$ cat src/verilog/wepl_consts.vh
// Constants for the wake-event and power-loss register slice.
// Assumes a 32-bit AHB-Lite slave port, one aligned word per register.
`ifndef WEPL_CONSTS_VH
`define WEPL_CONSTS_VH

// Register indexes and their byte addresses (index times four)
`define WEPL_IDX_KEY_INDEX   8'he1
`define WEPL_IDX_KEY_DATA    8'he2
`define WEPL_IDX_STATUS      8'he3
`define WEPL_IDX_CONTROL     8'he4
`define WEPL_IDX_LAST_STATE  8'he6
`define WEPL_ADDR_KEY_INDEX  32'h0000_0384
`define WEPL_ADDR_KEY_DATA   32'h0000_0388
`define WEPL_ADDR_STATUS     32'h0000_038c
`define WEPL_ADDR_CONTROL    32'h0000_0390
`define WEPL_ADDR_LAST_STATE 32'h0000_0398

// Reset values
`define WEPL_RST_KEY_DATA    8'hff
`define WEPL_RST_STATUS      8'h08
`define WEPL_RST_CONTROL     8'h00
`define WEPL_RST_KEY_INDEX   8'h00

// Status bit positions
`define WEPL_ST_KBD          0
`define WEPL_ST_MOUSE        1
`define WEPL_ST_PSW          2
`define WEPL_ST_THERM        3
`define WEPL_ST_LOSS         4
`define WEPL_ST_STBY         5

// Control and last-state bit positions
`define WEPL_CT_LOSS_RPT     7
`define WEPL_CT_REC_HI       6
`define WEPL_CT_REC_LO       5
`define WEPL_CT_ANY_KEY      3
`define WEPL_CT_HUNT         2
`define WEPL_LS_LAST_OFF     4

// Recovery field encodings
`define WEPL_REC_OFF         2'h0
`define WEPL_REC_ON          2'h1
`define WEPL_REC_PRIOR       2'h2
`define WEPL_REC_USER        2'h3

// Key window layout: set codes in index bits 7..4, last slot per set
`define WEPL_KEY_LAST_OFS    4'he
`define WEPL_CAPTURE_SLOT    2'h1

`endif

$ cat src/verilog/wepl_key_mem.v
// Key-combination store: 64 bytes, two write ports, registered read.
// Assumes the two write ports never target the same byte in a cycle.
`timescale 1ns/10ps
`include "wepl_consts.vh"
module wepl_key_mem (
    input  wire       core_clk_in,
    input  wire       sys_rst_in,
    input  wire [5:0] rd_addr_in,
    input  wire       rd_ok_in,
    output reg  [7:0] rd_data_out,
    input  wire       a_we_in,
    input  wire [5:0] a_addr_in,
    input  wire [7:0] a_data_in,
    input  wire       b_we_in,
    input  wire [5:0] b_addr_in,
    input  wire [7:0] b_data_in
);
    reg [7:0]  mem [0:63];
    reg [63:0] written;

    // Unwritten bytes read as erased; avoids resetting the whole array
    always @(posedge core_clk_in) begin
        if (sys_rst_in) begin
            written     <= 64'h0;
            rd_data_out <= `WEPL_RST_KEY_DATA;
        end else begin
            if (a_we_in) begin
                mem[a_addr_in]     <= a_data_in;
                written[a_addr_in] <= 1'b1;
            end
            if (b_we_in) begin
                mem[b_addr_in]     <= b_data_in;
                written[b_addr_in] <= 1'b1;
            end
            if (rd_ok_in && written[rd_addr_in])
                rd_data_out <= mem[rd_addr_in];
            else
                rd_data_out <= `WEPL_RST_KEY_DATA;
        end
    end
endmodule

$ cat src/verilog/wepl_ctrl.v
// Wake-event status, power-loss recovery and wake-key window registers.
// Assumes an AHB-Lite master on core_clk_in; event inputs are async pins.
//
// The implementer's own choice: the AHB-Lite register port.
`timescale 1ns/10ps
`include "wepl_consts.vh"

// How it works
// Byte window reads and writes the key character chosen by the index; captured keys at 10h are read-only.
// Key window reads FFh after reset; contents kept on standby power.
// Status resets to 08h; bits 7 and 6 read zero.
// Bit 3 set by thermal shutdown event; read-only, cleared by read.
// Bit 2 set by power-switch event; read-only, cleared by read.
// Bit 1 latches on mouse wake event, holds until read, then clears.
// Bit 0 latches on keyboard wake event, holds until read, then clears.
// With control bit 7 set, bit 4 shows post-loss state; else zero.
// Bits 6..5 pick recovery: off, on, prior state, or last-state flag.
// Recovery field lives in the battery domain, only power-on reset clears.
// Control bit 3 picks any key or programmed keys; host reset clears.
// Bit 2 enables hunting; cleared by captured wake or host reset.
// Control resets to 00h; bits 7, 4, 1, 0 read zero.
// Index reaches sets at 00h, 30h, 40h; captured keys at 10h.
// Battery-backed last-state flag supplies the state for setting 11.
// Status read returns flags then clears; same-cycle event stays set.
module wepl_ctrl (
    input  wire        core_clk_in,
    input  wire        sys_rst_in,
    input  wire        hsel_in,
    input  wire [31:0] haddr_in,
    input  wire [1:0]  htrans_in,
    input  wire        hwrite_in,
    input  wire [2:0]  hsize_in,
    input  wire [31:0] hwdata_in,
    input  wire        hready_in,
    output reg  [31:0] hrdata_out,
    output reg         hreadyout_out,
    output reg         hresp_out,
    input  wire        host_bus_reset_n_in,
    input  wire        thermal_shutdown_in,
    input  wire        power_switch_input_in,
    input  wire        mouse_wake_in,
    input  wire        keyboard_wake_in,
    input  wire        standby_supply_event_in,
    input  wire        power_return_in,
    input  wire        prior_state_off_in,
    input  wire        key_capture_valid_in,
    input  wire [7:0]  key_capture_data_in,
    output reg         power_on_req_out,
    output reg         kb_wake_any_key_out,
    output reg         hunt_enable_out
);
    // Register select codes
    localparam [2:0] SEL_NONE  = 3'h0;
    localparam [2:0] SEL_INDEX = 3'h1;
    localparam [2:0] SEL_DATA  = 3'h2;
    localparam [2:0] SEL_STAT  = 3'h3;
    localparam [2:0] SEL_CTRL  = 3'h4;
    localparam [2:0] SEL_LAST  = 3'h5;

    // Bus slave states
    localparam [0:0] ST_IDLE = 1'b0;
    localparam [0:0] ST_DATA = 1'b1;

    // Pin vector positions
    localparam P_KBD   = 0;
    localparam P_MOUSE = 1;
    localparam P_PSW   = 2;
    localparam P_THERM = 3;
    localparam P_STBY  = 4;
    localparam P_RET   = 5;
    localparam P_PRIOR = 6;

    // Reset image; only the six low flags are stored, bits 7..6 read zero
    localparam [7:0] STATUS_RESET = `WEPL_RST_STATUS;

    reg  [6:0] pin_meta;
    reg  [6:0] pin_sync;
    reg  [6:0] pin_prev;
    reg        hbr_meta;
    reg        hbr_sync;
    reg  [0:0] bus_state;
    reg  [2:0] data_sel;
    reg        data_write;
    reg  [7:0] key_index;
    reg  [5:0] status_flags;
    reg  [1:0] recovery_sel;
    reg        loss_report_en;
    reg        last_state_flag;
    reg  [3:0] capture_ptr;
    reg  [5:0] next_status;
    reg  [7:0] status_view;
    reg  [7:0] control_view;
    reg  [7:0] read_mux;
    reg        recover_off;

    wire [6:0] pin_rise;
    wire       host_bus_rst;
    wire       bus_take;
    wire       in_data;
    wire       wr_now;
    wire       rd_now;
    wire       status_clear;
    wire       wake_seen;
    wire [6:0] key_map;
    wire [7:0] key_rd_data;
    wire       key_bus_we;

    // Select code for a full byte address; anything else is unmapped
    function [2:0] reg_select;
        input [31:0] addr;
        begin
            case (addr)
                `WEPL_ADDR_KEY_INDEX:  reg_select = SEL_INDEX;
                `WEPL_ADDR_KEY_DATA:   reg_select = SEL_DATA;
                `WEPL_ADDR_STATUS:     reg_select = SEL_STAT;
                `WEPL_ADDR_CONTROL:    reg_select = SEL_CTRL;
                `WEPL_ADDR_LAST_STATE: reg_select = SEL_LAST;
                default:               reg_select = SEL_NONE;
            endcase
        end
    endfunction

    // Index to {valid, slot, offset}; gaps and the 0Fh slots are holes
    function [6:0] key_slot;
        input [7:0] idx;
        reg   [1:0] slot;
        reg         ok;
        begin
            slot = 2'h0;
            ok   = (idx[3:0] <= `WEPL_KEY_LAST_OFS);
            case (idx[7:4])
                4'h0:    slot = 2'h0;
                4'h1:    slot = 2'h1;
                4'h3:    slot = 2'h2;
                4'h4:    slot = 2'h3;
                default: ok = 1'b0;
            endcase
            key_slot = {ok, slot, idx[3:0]};
        end
    endfunction

    // Two-flop synchronisers, then one more stage for edge detection
    always @(posedge core_clk_in) begin
        if (sys_rst_in) begin
            pin_meta <= 7'h00;
            pin_sync <= 7'h00;
            pin_prev <= 7'h00;
            hbr_meta <= 1'b1;
            hbr_sync <= 1'b1;
        end else begin
            pin_meta <= {prior_state_off_in, power_return_in,
                         standby_supply_event_in, thermal_shutdown_in,
                         power_switch_input_in, mouse_wake_in,
                         keyboard_wake_in};
            pin_sync <= pin_meta;
            pin_prev <= pin_sync;
            hbr_meta <= host_bus_reset_n_in;
            hbr_sync <= hbr_meta;
        end
    end

    assign pin_rise     = pin_sync & ~pin_prev;
    assign host_bus_rst = ~hbr_sync;
    assign wake_seen    = pin_rise[P_KBD] | pin_rise[P_MOUSE] | pin_rise[P_PSW];

    // Bus handshake terms
    assign bus_take     = hsel_in & htrans_in[1] & hready_in;
    assign in_data      = (bus_state == ST_DATA);
    assign wr_now       = in_data & data_write;
    assign rd_now       = in_data & ~data_write;
    assign status_clear = rd_now & (data_sel == SEL_STAT);

    // AHB-Lite slave: one wait state on every access, always OKAY
    always @(posedge core_clk_in) begin
        if (sys_rst_in) begin
            bus_state     <= ST_IDLE;
            data_sel      <= SEL_NONE;
            data_write    <= 1'b0;
            hreadyout_out <= 1'b1;
            hresp_out     <= 1'b0;
            hrdata_out    <= 32'h0000_0000;
        end else begin
            hresp_out <= 1'b0;
            case (bus_state)
                ST_IDLE: begin
                    if (bus_take) begin
                        bus_state     <= ST_DATA;
                        data_sel      <= reg_select(haddr_in);
                        data_write    <= hwrite_in;
                        hreadyout_out <= 1'b0;
                    end
                end
                ST_DATA: begin
                    bus_state     <= ST_IDLE;
                    hreadyout_out <= 1'b1;
                    if (!data_write)
                        hrdata_out <= {24'h00_0000, read_mux};
                end
                default: begin
                    bus_state     <= ST_IDLE;
                    hreadyout_out <= 1'b1;
                end
            endcase
        end
    end

    // Read views; reserved bits forced low
    always @* begin
        status_view = 8'h00;
        status_view[`WEPL_ST_STBY]  = status_flags[`WEPL_ST_STBY];
        status_view[`WEPL_ST_LOSS]  = status_flags[`WEPL_ST_LOSS] & loss_report_en;
        status_view[`WEPL_ST_THERM] = status_flags[`WEPL_ST_THERM];
        status_view[`WEPL_ST_PSW]   = status_flags[`WEPL_ST_PSW];
        status_view[`WEPL_ST_MOUSE] = status_flags[`WEPL_ST_MOUSE];
        status_view[`WEPL_ST_KBD]   = status_flags[`WEPL_ST_KBD];
        control_view = 8'h00;
        control_view[`WEPL_CT_REC_HI:`WEPL_CT_REC_LO] = recovery_sel;
        control_view[`WEPL_CT_ANY_KEY] = kb_wake_any_key_out;
        control_view[`WEPL_CT_HUNT]    = hunt_enable_out;
        case (data_sel)
            SEL_INDEX: read_mux = key_index;
            SEL_DATA:  read_mux = key_rd_data;
            SEL_STAT:  read_mux = status_view;
            SEL_CTRL:  read_mux = control_view;
            SEL_LAST:  read_mux = {3'h0, last_state_flag, 4'h0};
            default:   read_mux = 8'h00;
        endcase
    end

    // Sticky event flags: new events win over a same-cycle read clear
    always @* begin
        next_status = status_flags;
        if (status_clear)
            next_status = 6'h00;
        if (pin_rise[P_THERM])
            next_status[`WEPL_ST_THERM] = 1'b1;
        if (pin_rise[P_PSW])
            next_status[`WEPL_ST_PSW] = 1'b1;
        if (pin_rise[P_MOUSE])
            next_status[`WEPL_ST_MOUSE] = 1'b1;
        if (pin_rise[P_KBD])
            next_status[`WEPL_ST_KBD] = 1'b1;
        if (pin_rise[P_STBY])
            next_status[`WEPL_ST_STBY] = 1'b1;
        if (pin_rise[P_RET] && recover_off)
            next_status[`WEPL_ST_LOSS] = 1'b1;
    end

    always @(posedge core_clk_in) begin
        if (sys_rst_in)
            status_flags <= STATUS_RESET[5:0];
        else
            status_flags <= next_status;
    end

    // Recovery decision on return from power loss
    always @* begin
        case (recovery_sel)
            `WEPL_REC_OFF:   recover_off = 1'b1;
            `WEPL_REC_ON:    recover_off = 1'b0;
            `WEPL_REC_PRIOR: recover_off = pin_sync[P_PRIOR];
            `WEPL_REC_USER:  recover_off = last_state_flag;
            default:         recover_off = 1'b1;
        endcase
    end

    always @(posedge core_clk_in) begin
        if (sys_rst_in)
            power_on_req_out <= 1'b0;
        else
            power_on_req_out <= pin_rise[P_RET] & ~recover_off;
    end

    // Battery-domain controls: only the power-on reset clears them
    always @(posedge core_clk_in) begin
        if (sys_rst_in) begin
            recovery_sel    <= `WEPL_REC_OFF;
            loss_report_en  <= 1'b0;
            last_state_flag <= 1'b0;
        end else if (wr_now) begin
            if (data_sel == SEL_CTRL) begin
                recovery_sel   <= hwdata_in[`WEPL_CT_REC_HI:`WEPL_CT_REC_LO];
                loss_report_en <= hwdata_in[`WEPL_CT_LOSS_RPT];
            end
            if (data_sel == SEL_LAST)
                last_state_flag <= hwdata_in[`WEPL_LS_LAST_OFF];
        end
    end

    // Host-bus-reset domain controls
    always @(posedge core_clk_in) begin
        if (sys_rst_in || host_bus_rst) begin
            kb_wake_any_key_out <= 1'b0;
            hunt_enable_out     <= 1'b0;
        end else begin
            if (wr_now && data_sel == SEL_CTRL)
                kb_wake_any_key_out <= hwdata_in[`WEPL_CT_ANY_KEY];
            // A captured wake beats a same-cycle enable write
            if (wake_seen)
                hunt_enable_out <= 1'b0;
            else if (wr_now && data_sel == SEL_CTRL)
                hunt_enable_out <= hwdata_in[`WEPL_CT_HUNT];
        end
    end

    // Wake-key index; standby domain, so only power-on reset clears it
    always @(posedge core_clk_in) begin
        if (sys_rst_in)
            key_index <= `WEPL_RST_KEY_INDEX;
        else if (wr_now && data_sel == SEL_INDEX)
            key_index <= hwdata_in[7:0];
    end

    // Incoming keys fill the capture area in a ring of fifteen bytes
    always @(posedge core_clk_in) begin
        if (sys_rst_in)
            capture_ptr <= 4'h0;
        else if (key_capture_valid_in) begin
            if (capture_ptr == `WEPL_KEY_LAST_OFS)
                capture_ptr <= 4'h0;
            else
                capture_ptr <= capture_ptr + 4'h1;
        end
    end

    // Capture area is read-only to the bus, so write ports never collide
    assign key_map    = key_slot(key_index);
    assign key_bus_we = wr_now & (data_sel == SEL_DATA) & key_map[6] &
                        (key_map[5:4] != `WEPL_CAPTURE_SLOT);

    wepl_key_mem u_key_mem (
        .core_clk_in (core_clk_in),
        .sys_rst_in  (sys_rst_in),
        .rd_addr_in  (key_map[5:0]),
        .rd_ok_in    (key_map[6]),
        .rd_data_out (key_rd_data),
        .a_we_in     (key_bus_we),
        .a_addr_in   (key_map[5:0]),
        .a_data_in   (hwdata_in[7:0]),
        .b_we_in     (key_capture_valid_in),
        .b_addr_in   ({`WEPL_CAPTURE_SLOT, capture_ptr}),
        .b_data_in   (key_capture_data_in)
    );
endmodule

$ cat config.mk
export PLATFORM = sky130hd
export DESIGN_NAME = wepl_ctrl
export DESIGN_NICKNAME = d
export VERILOG_FILES = /design/src/verilog/wepl_key_mem.v /design/src/verilog/wepl_ctrl.v
export VERILOG_INCLUDE_DIRS = /design/src /design/src/verilog
export SDC_FILE = /design/constraint.sdc
export NUM_CORES = 1
export LEC_CHECK = 0
export ABC_CLOCK_PERIOD_IN_PS = 7260
export BUFFER_PORTS_ARGS = -buffer_cell sky130_fd_sc_hd__buf_2
export CORE_ASPECT_RATIO = 0.5
export CORE_MARGIN = 10
export CORE_UTILIZATION = 59
export CTS_CLUSTER_DIAMETER = 50
export CTS_CLUSTER_SIZE = 40
export DETAILED_ROUTE_END_ITERATION = 7
export PLACE_DENSITY = 0.73
export SLEW_MARGIN = 0
export SYNTH_ARGS = -nofsm -noshare
export SYNTH_HDL_FRONTEND = slang
export SYNTH_SLANG_ARGS = --single-unit
export TNS_END_PERCENT = 5
$ cat constraint.sdc
create_clock -name core_clk_in -period 7.26 [get_ports core_clk_in]
set_input_delay 0.726 -clock core_clk_in [delete_from_list [all_inputs] [get_ports core_clk_in]]
set_output_delay 0.726 -clock core_clk_in [all_outputs]
set_load 0.05 [all_outputs]
# --- After elaboration in Yosys (flattened, before gate mapping) ---
# Memories as Yosys holds them, arrays and structs flattened. A register that Yosys moved wholly into a read port is not among the register bits.
# Cells that the tools add are included.
totals:
  reg_bits: 125
  ramBits: 512
  inputBits: 91
  out_inout_bits: 37
  word_cells: 125
  mem_count: 1
op_classes:
  addsub: 1
  order_cmp: 5
  n_eq_ne: 19
  n_mux: 31
  bitwise_logic: 21
  n_reduce_logical: 22
mem_list:
  columns: ["name", "words", "width", "rd", "rd_ports_with_merged_regs", "write_ports", "line_no", "text"]
  rows:
  - ["u_key_mem.mem", 64, 8, 1, 1, 2, "wepl_key_mem.v:18", "reg [7:0] mem [0:63];"]
ops:
  columns: ["op", "count"]
  rows:
  - ["64-bit 2-to-1 mux", 3]
  - ["32-bit by 10-bit equality test with 1-bit output, second input constant", 5]
  - ["64-bit by 32-bit OR with 64-bit output", 1]
  - ["64-bit OR", 1]
  - ["8-bit case mux with 5 select lines", 1]
  - ["1-bit 2-to-1 mux", 17]
  - ["3-bit case mux with 5 select lines", 1]
  - ["1-bit bitwise AND", 10]
  - ["2-bit nonzero test", 5]
  - ["2-bit AND reduction", 4]
  - ["5-bit by 7-bit less-than comparator with 1-bit output, second input constant", 1]
  - ["6-bit by 7-bit less-than comparator with 1-bit output, second input constant", 1]
  - ["6-bit bitwise AND", 1]
  - ["1-bit binary-select mux with 6-bit select", 1]
  - ["1-bit demux with 6-bit select", 1]
  - ["3-bit by 2-bit equality test with 1-bit output, second input constant", 2]
  - ["3-bit equality test, second input constant", 2]
  - ["6-bit by 1-bit greater-or-equal comparator with 1-bit output, second input constant", 1]
  - ["1-bit logical AND", 6]
  - ["6-bit 2-to-1 mux", 1]
  - ["6-bit inverter", 1]
  - ["2-bit case mux with 3 select lines", 1]
  - ["2-bit OR reduction", 3]
  - ["5-bit by 1-bit greater-or-equal comparator with 1-bit output, second input constant", 1]
  - ["21 further kinds", 28]

# --- Depth between registers and ports, before layout ---
depth:
  ltp_word: 11
  depth_mapped: 11
  ltp_nobuf: 7

# --- By module ---
# Synthesis repeated with hierarchy kept, for this count alone.
hier_totals:
  hier_cells: 2110
  hier_area_um2: 32159.6
modules_own_cells:
  columns: ["module", "n_inst", "cells_each", "area_per_inst_um2", "seq_area_each_um2"]
  rows:
  - ["wepl_key_mem", 1, 1827, 29473.3, 16816.1]
  - ["wepl_ctrl", 1, 283, 2686.3, 1221.2]

# --- Worst setup path after synthesis ---
# Ideal clock, no wire load.
synth_timing:
  kind: "input to register"
  start: "input key_capture_valid_in"
  end: "memory u_key_mem.mem[29][0], data pin"
  setup_time_ns: 0.260
  arrival_time_ns: 2.430
  t_required_ns: 7.000
  slack_ns: 4.570
  path_stages: 4
  path_buffers: 1
  cell_sequence: "buf_2 nand2_1 nor4_2 mux2_2"
synth_rtl:
  columns: ["element", "line_no", "text"]
  rows:
  - ["start: declaration", "wepl_ctrl.v:46", "input wire key_capture_valid_in,"]
  - ["end: declaration", "wepl_key_mem.v:18", null]

# --- Worst setup path in the final report ---
layout_timing:
  start: "register key_index[0]"
  end: "register u_key_mem.rd_data_out[2], read port of u_key_mem.mem"
layout_via:
  elab_chain_cells: 5
  word_cells_on_any_way: 7
  cone_classes: "order compare: 1; mux: 3; bitwise: 1; reduce/logical: 2"
layout_rtl:
  columns: ["element", "line_no", "text"]
  rows:
  - ["start: declaration", "wepl_ctrl.v:84", "reg [7:0] key_index;"]
  - ["start signal: assignment", "wepl_ctrl.v:309", "key_index <= `WEPL_RST_KEY_INDEX;"]
  - ["start signal: assignment", "wepl_ctrl.v:311", "key_index <= hwdata_in[7:0];"]
  - ["1-bit binary-select mux with 6-bit select / 4-bit <= comparator (equally long branches)", null, null]
  - ["1-bit 2-to-1 mux, on equally long branches", "wepl_key_mem.v:35, wepl_ctrl.v:131", null]
  - ["1-bit logical AND", "wepl_key_mem.v:35", "if (rd_ok_in && written[rd_addr_in])"]
  - ["1-bit inverter (no line)", null, null]
  - ["2-bit OR reduction (no line)", null, null]
  - ["end: declaration", "wepl_key_mem.v:10", "output reg [7:0] rd_data_out,"]
# Parallel ways exist; a longest one is shown, timed or not. The select of a mux whose other input is x is not followed.
# A chain may end at the register's enable or synchronous reset.

==> flow_summary.yaml <==
clock_network:
  cts_root_buf: "clkbuf_16"
  ctsResizeCount: 0
  post_cts_buffers: 0
  insertion_delay_ps: 570
  clockBufferDepth: 3
  numCtsBuffers: 37
  htree_levels: 2
  cts_tree: "yes"
  holdBufCountCts: 0
  clkSlewWorstSetupHoldPaths_ps: 100
  clock_sinks: 645
route:
  drt-total-wl_um: 70800
  drt_iter0_drc: 2107
  drc_errors: 0
  post_drt_wl_per_cell_um: 26.4
  ant_nets: 0
  routed_via_density: 6.48
  dr.pass1.iters: 6
  num_vias: 17300
pwr:
  report.power.total_mw: 6.73
  sequentialPowerShare_pct: 59.7
  swShare_pct: 22.0
  power.share.clock_pct: 37.3
  power.internal_mw: 5.25
  switching_power_mw: 1.48
  vdd_drop_max_mv: 0.142
  p_leak_nw: 10.2
  pwr-share-comb_pct: 3.1
  powerDensity_nw_per_um2: 230
run:
  maxCapViolCount: 1
status:
  status: "finished with violations"
  violations: "max-capacitance violations"
finish:
  fin_cells: 2678
  layout-drive-gt1-share_pct: 16.1
  n_antenna_cell: 0
  fin_util_pct: 64.4
  fin_nets: 2147
  syn_to_final_growth_pct: 7.46
timing:
  rsz0062_at_grt: "false"
  period_share_pct: 60.9
  min_period_ps: 4420
  tns_ps: 0
  setup_violations: 0
  slew_violations: 0
  clock_skew_ps: 30.8
  fmax_mhz: 226
  setup_ws_ps: 2840
  hold_viol: 0
  slew_headroom_pct: 2.45
  worst_slew_pin_slew_ps: 1430
critical_path:
  crit_fanout: 46
  start_kind: "flop"
  worstPathRequired_ps: 7680
  cp.arrival_ps: 4840
  worst-setup-path-type: "flop to flop"
  endpoint_kind: "flop"
die:
  initial_core_util_pct: 59.9
  die_w_um: 323
  die_y_um: 172
  dieArea_um2: 55600
  pin_count: 128
  rows: 55
  core_um2: 45300
synthesis:
  postSynthAreaPerCell_um2: 13.5
  synth.top_cell.area_share_pct: 56.6
  synth_seq_cells: 645
  synth_compound_area_share_pct: 11.3
  ys_warn_count: 0
  synth_edf_count: 512
  synth-xor-area-share_pct: 0.0322
  seq_area_frac_synth_pct: 66.4
  yosysTopAreaCell: "edfxtp_1"
  async_reset_ff_share_pct: 0
  yosysUniqueCellTypes: 76
  synth_top_family_by_area: "compound AO/OA/AOI/OAI gates"
  ys_top_cells_by_area: "edfxtp_1, dfxtp_1, mux2_2"
  synth_adder_area_share_pct: 0.0921
  synth_mux_area_share_pct: 9.69
  synth_simple_gate_area_share_pct: 8.52
  synthCells: 2016
  netlist_area_um2: 27200
  ys.flop_type: "edfxtp_1"
grt:
  grt_pass1_vias: 16300
  antenna_found_initial: 0
  grt_first_pass_wirelength_um: 104000
  grt_max_degree: 67
  gr-total-overflow: 0
  grt_usage_pct: 25.1
placed_design:
  placed_cells: 2613
  place_congestion: 0.996
  portBuffers: 74
  pre_cts_ws_ps: 3240
  hpwlAfterDp_um: 43200
worst_hold_path:
  hold_class: "primary input to flop"
==> flip-flops by register name (all words and copies together) (netlist names), 7 cells and up <==
name / flops
u_key_mem.mem: 512
pin_sync: 7
key_index: 8
hrdata_out: 8
pin_meta: 7
u_key_mem.written: 64
u_key_mem.rd_data_out: 8
==> path summary, 6_finish.rpt <==
| path | from | slack (ps) | end | cells past startpoint |
|---|---|---|---|---|
| max | key_index[0] | 2840 | u_key_mem.rd_data_out[2] | 8 |
| min | host_bus_reset_n_in | 340 | hbr_meta | 2 |
| max reg2reg | key_index[0] | 2840 | u_key_mem.rd_data_out[2] | 8 |
| min reg2reg | hbr_meta | 430 | hbr_sync | 1 |
==> synth_stat cells, types with 45 or more instances <==
cell,n
a21oi_1,67
edfxtp_1,512
dfxtp_1,133
clkbuf_1,54
a21o_1,59
buf_2,45
nor2_1,125
o21ai_0,55
a221oi_1,80
mux2_2,105
mux2i_1,100
nand2_1,289
==> kinds of logic after synthesis <==
group,Yosys count
XOR/XNOR,1
AND/OR/NAND/NOR,531
AO/OA/AOI/OAI,420
adder cells (fa/ha/maj),2
other,1
buffers and inverters,189
multiplexers,227
flip-flops,645
==> per-stage QoR <==
stage	instance area, um^2	hold slack [ps]
6_report	29200	336
3_5_place_dp	27800	402
5_1_grt	29200	333
4_1_cts	29200	317
3_3_place_gp	27800	396
2_1_floorplan	27300	389
==> per-layer routing <==
| layer | share of wire [%] | vias up | track usage [%] |
|---|---|---|---|
| met2 | 47 | 921 | 39.8 |
| met1 | 40 | 8690 | 34.3 |
| met5 | 0 | - | 0 |
| met4 | 2.0 | 0 | 5.75 |
| li1 | - | 7616 | - |
| met3 | 12 | 116 | 6.93 |
==> worst max-delay path: stages (launching register included) <==
cell       delay [ps]
dfxtp_4           820
buf_4             640
inv_1             630
a221oi_1          420
nor2_1             90
a2111oi_0        1030
o32ai_1           230
o21ai_1           260
o211ai_1          120
==> cells in the final DEF (no fill, tap or decap), types with 6 or more instances in the layout <==
cell / n
mux2_4: 6
conb_1: 49
o22ai_1: 21
a221oi_1: 80
nand3_1: 11
inv_1: 17
a22oi_1: 35
nand2b_1: 9
a211oi_1: 17
nor2_1: 125
a221o_1: 15
edfxtp_1: 512
o211ai_1: 9
a21o_1: 59
o21ai_0: 55
buf_4: 39
and2_1: 6
nand2_1: 289
dfxtp_1: 129
a21oi_1: 67
clkbuf_16: 37
a22o_1: 7
o31ai_1: 6
and3_1: 7
nor2b_1: 32
mux4_2: 16
buf_2: 74
mux2i_1: 100
clkinv_1: 11
nor3_1: 10
mux2_2: 105
==> cell type report <==
cell class / count / area (um^2)
Sequential cell: 645 / 18000
Fill cell: 3288 / 16200
Multi-Input combinational cell: 1230 / 8280
Clock buffer: 39 / 933
Tap cell: 598 / 748
Timing Repair Buffer: 113 / 663
Clock inverter: 26 / 418
Inverter: 27 / 101
==> power groups by stage <==
stage,registers (mW),logic [mW],clock network (mW)
finish,4.01,0.205,2.51
global route,4.02,0.221,2.66
CTS,4.01,0.202,2.53
detailed placement,4.10,0.202,0
global placement,4.10,0.197,0
floorplan,4.10,0.122,0
Power figures use the tool's default switching activity.
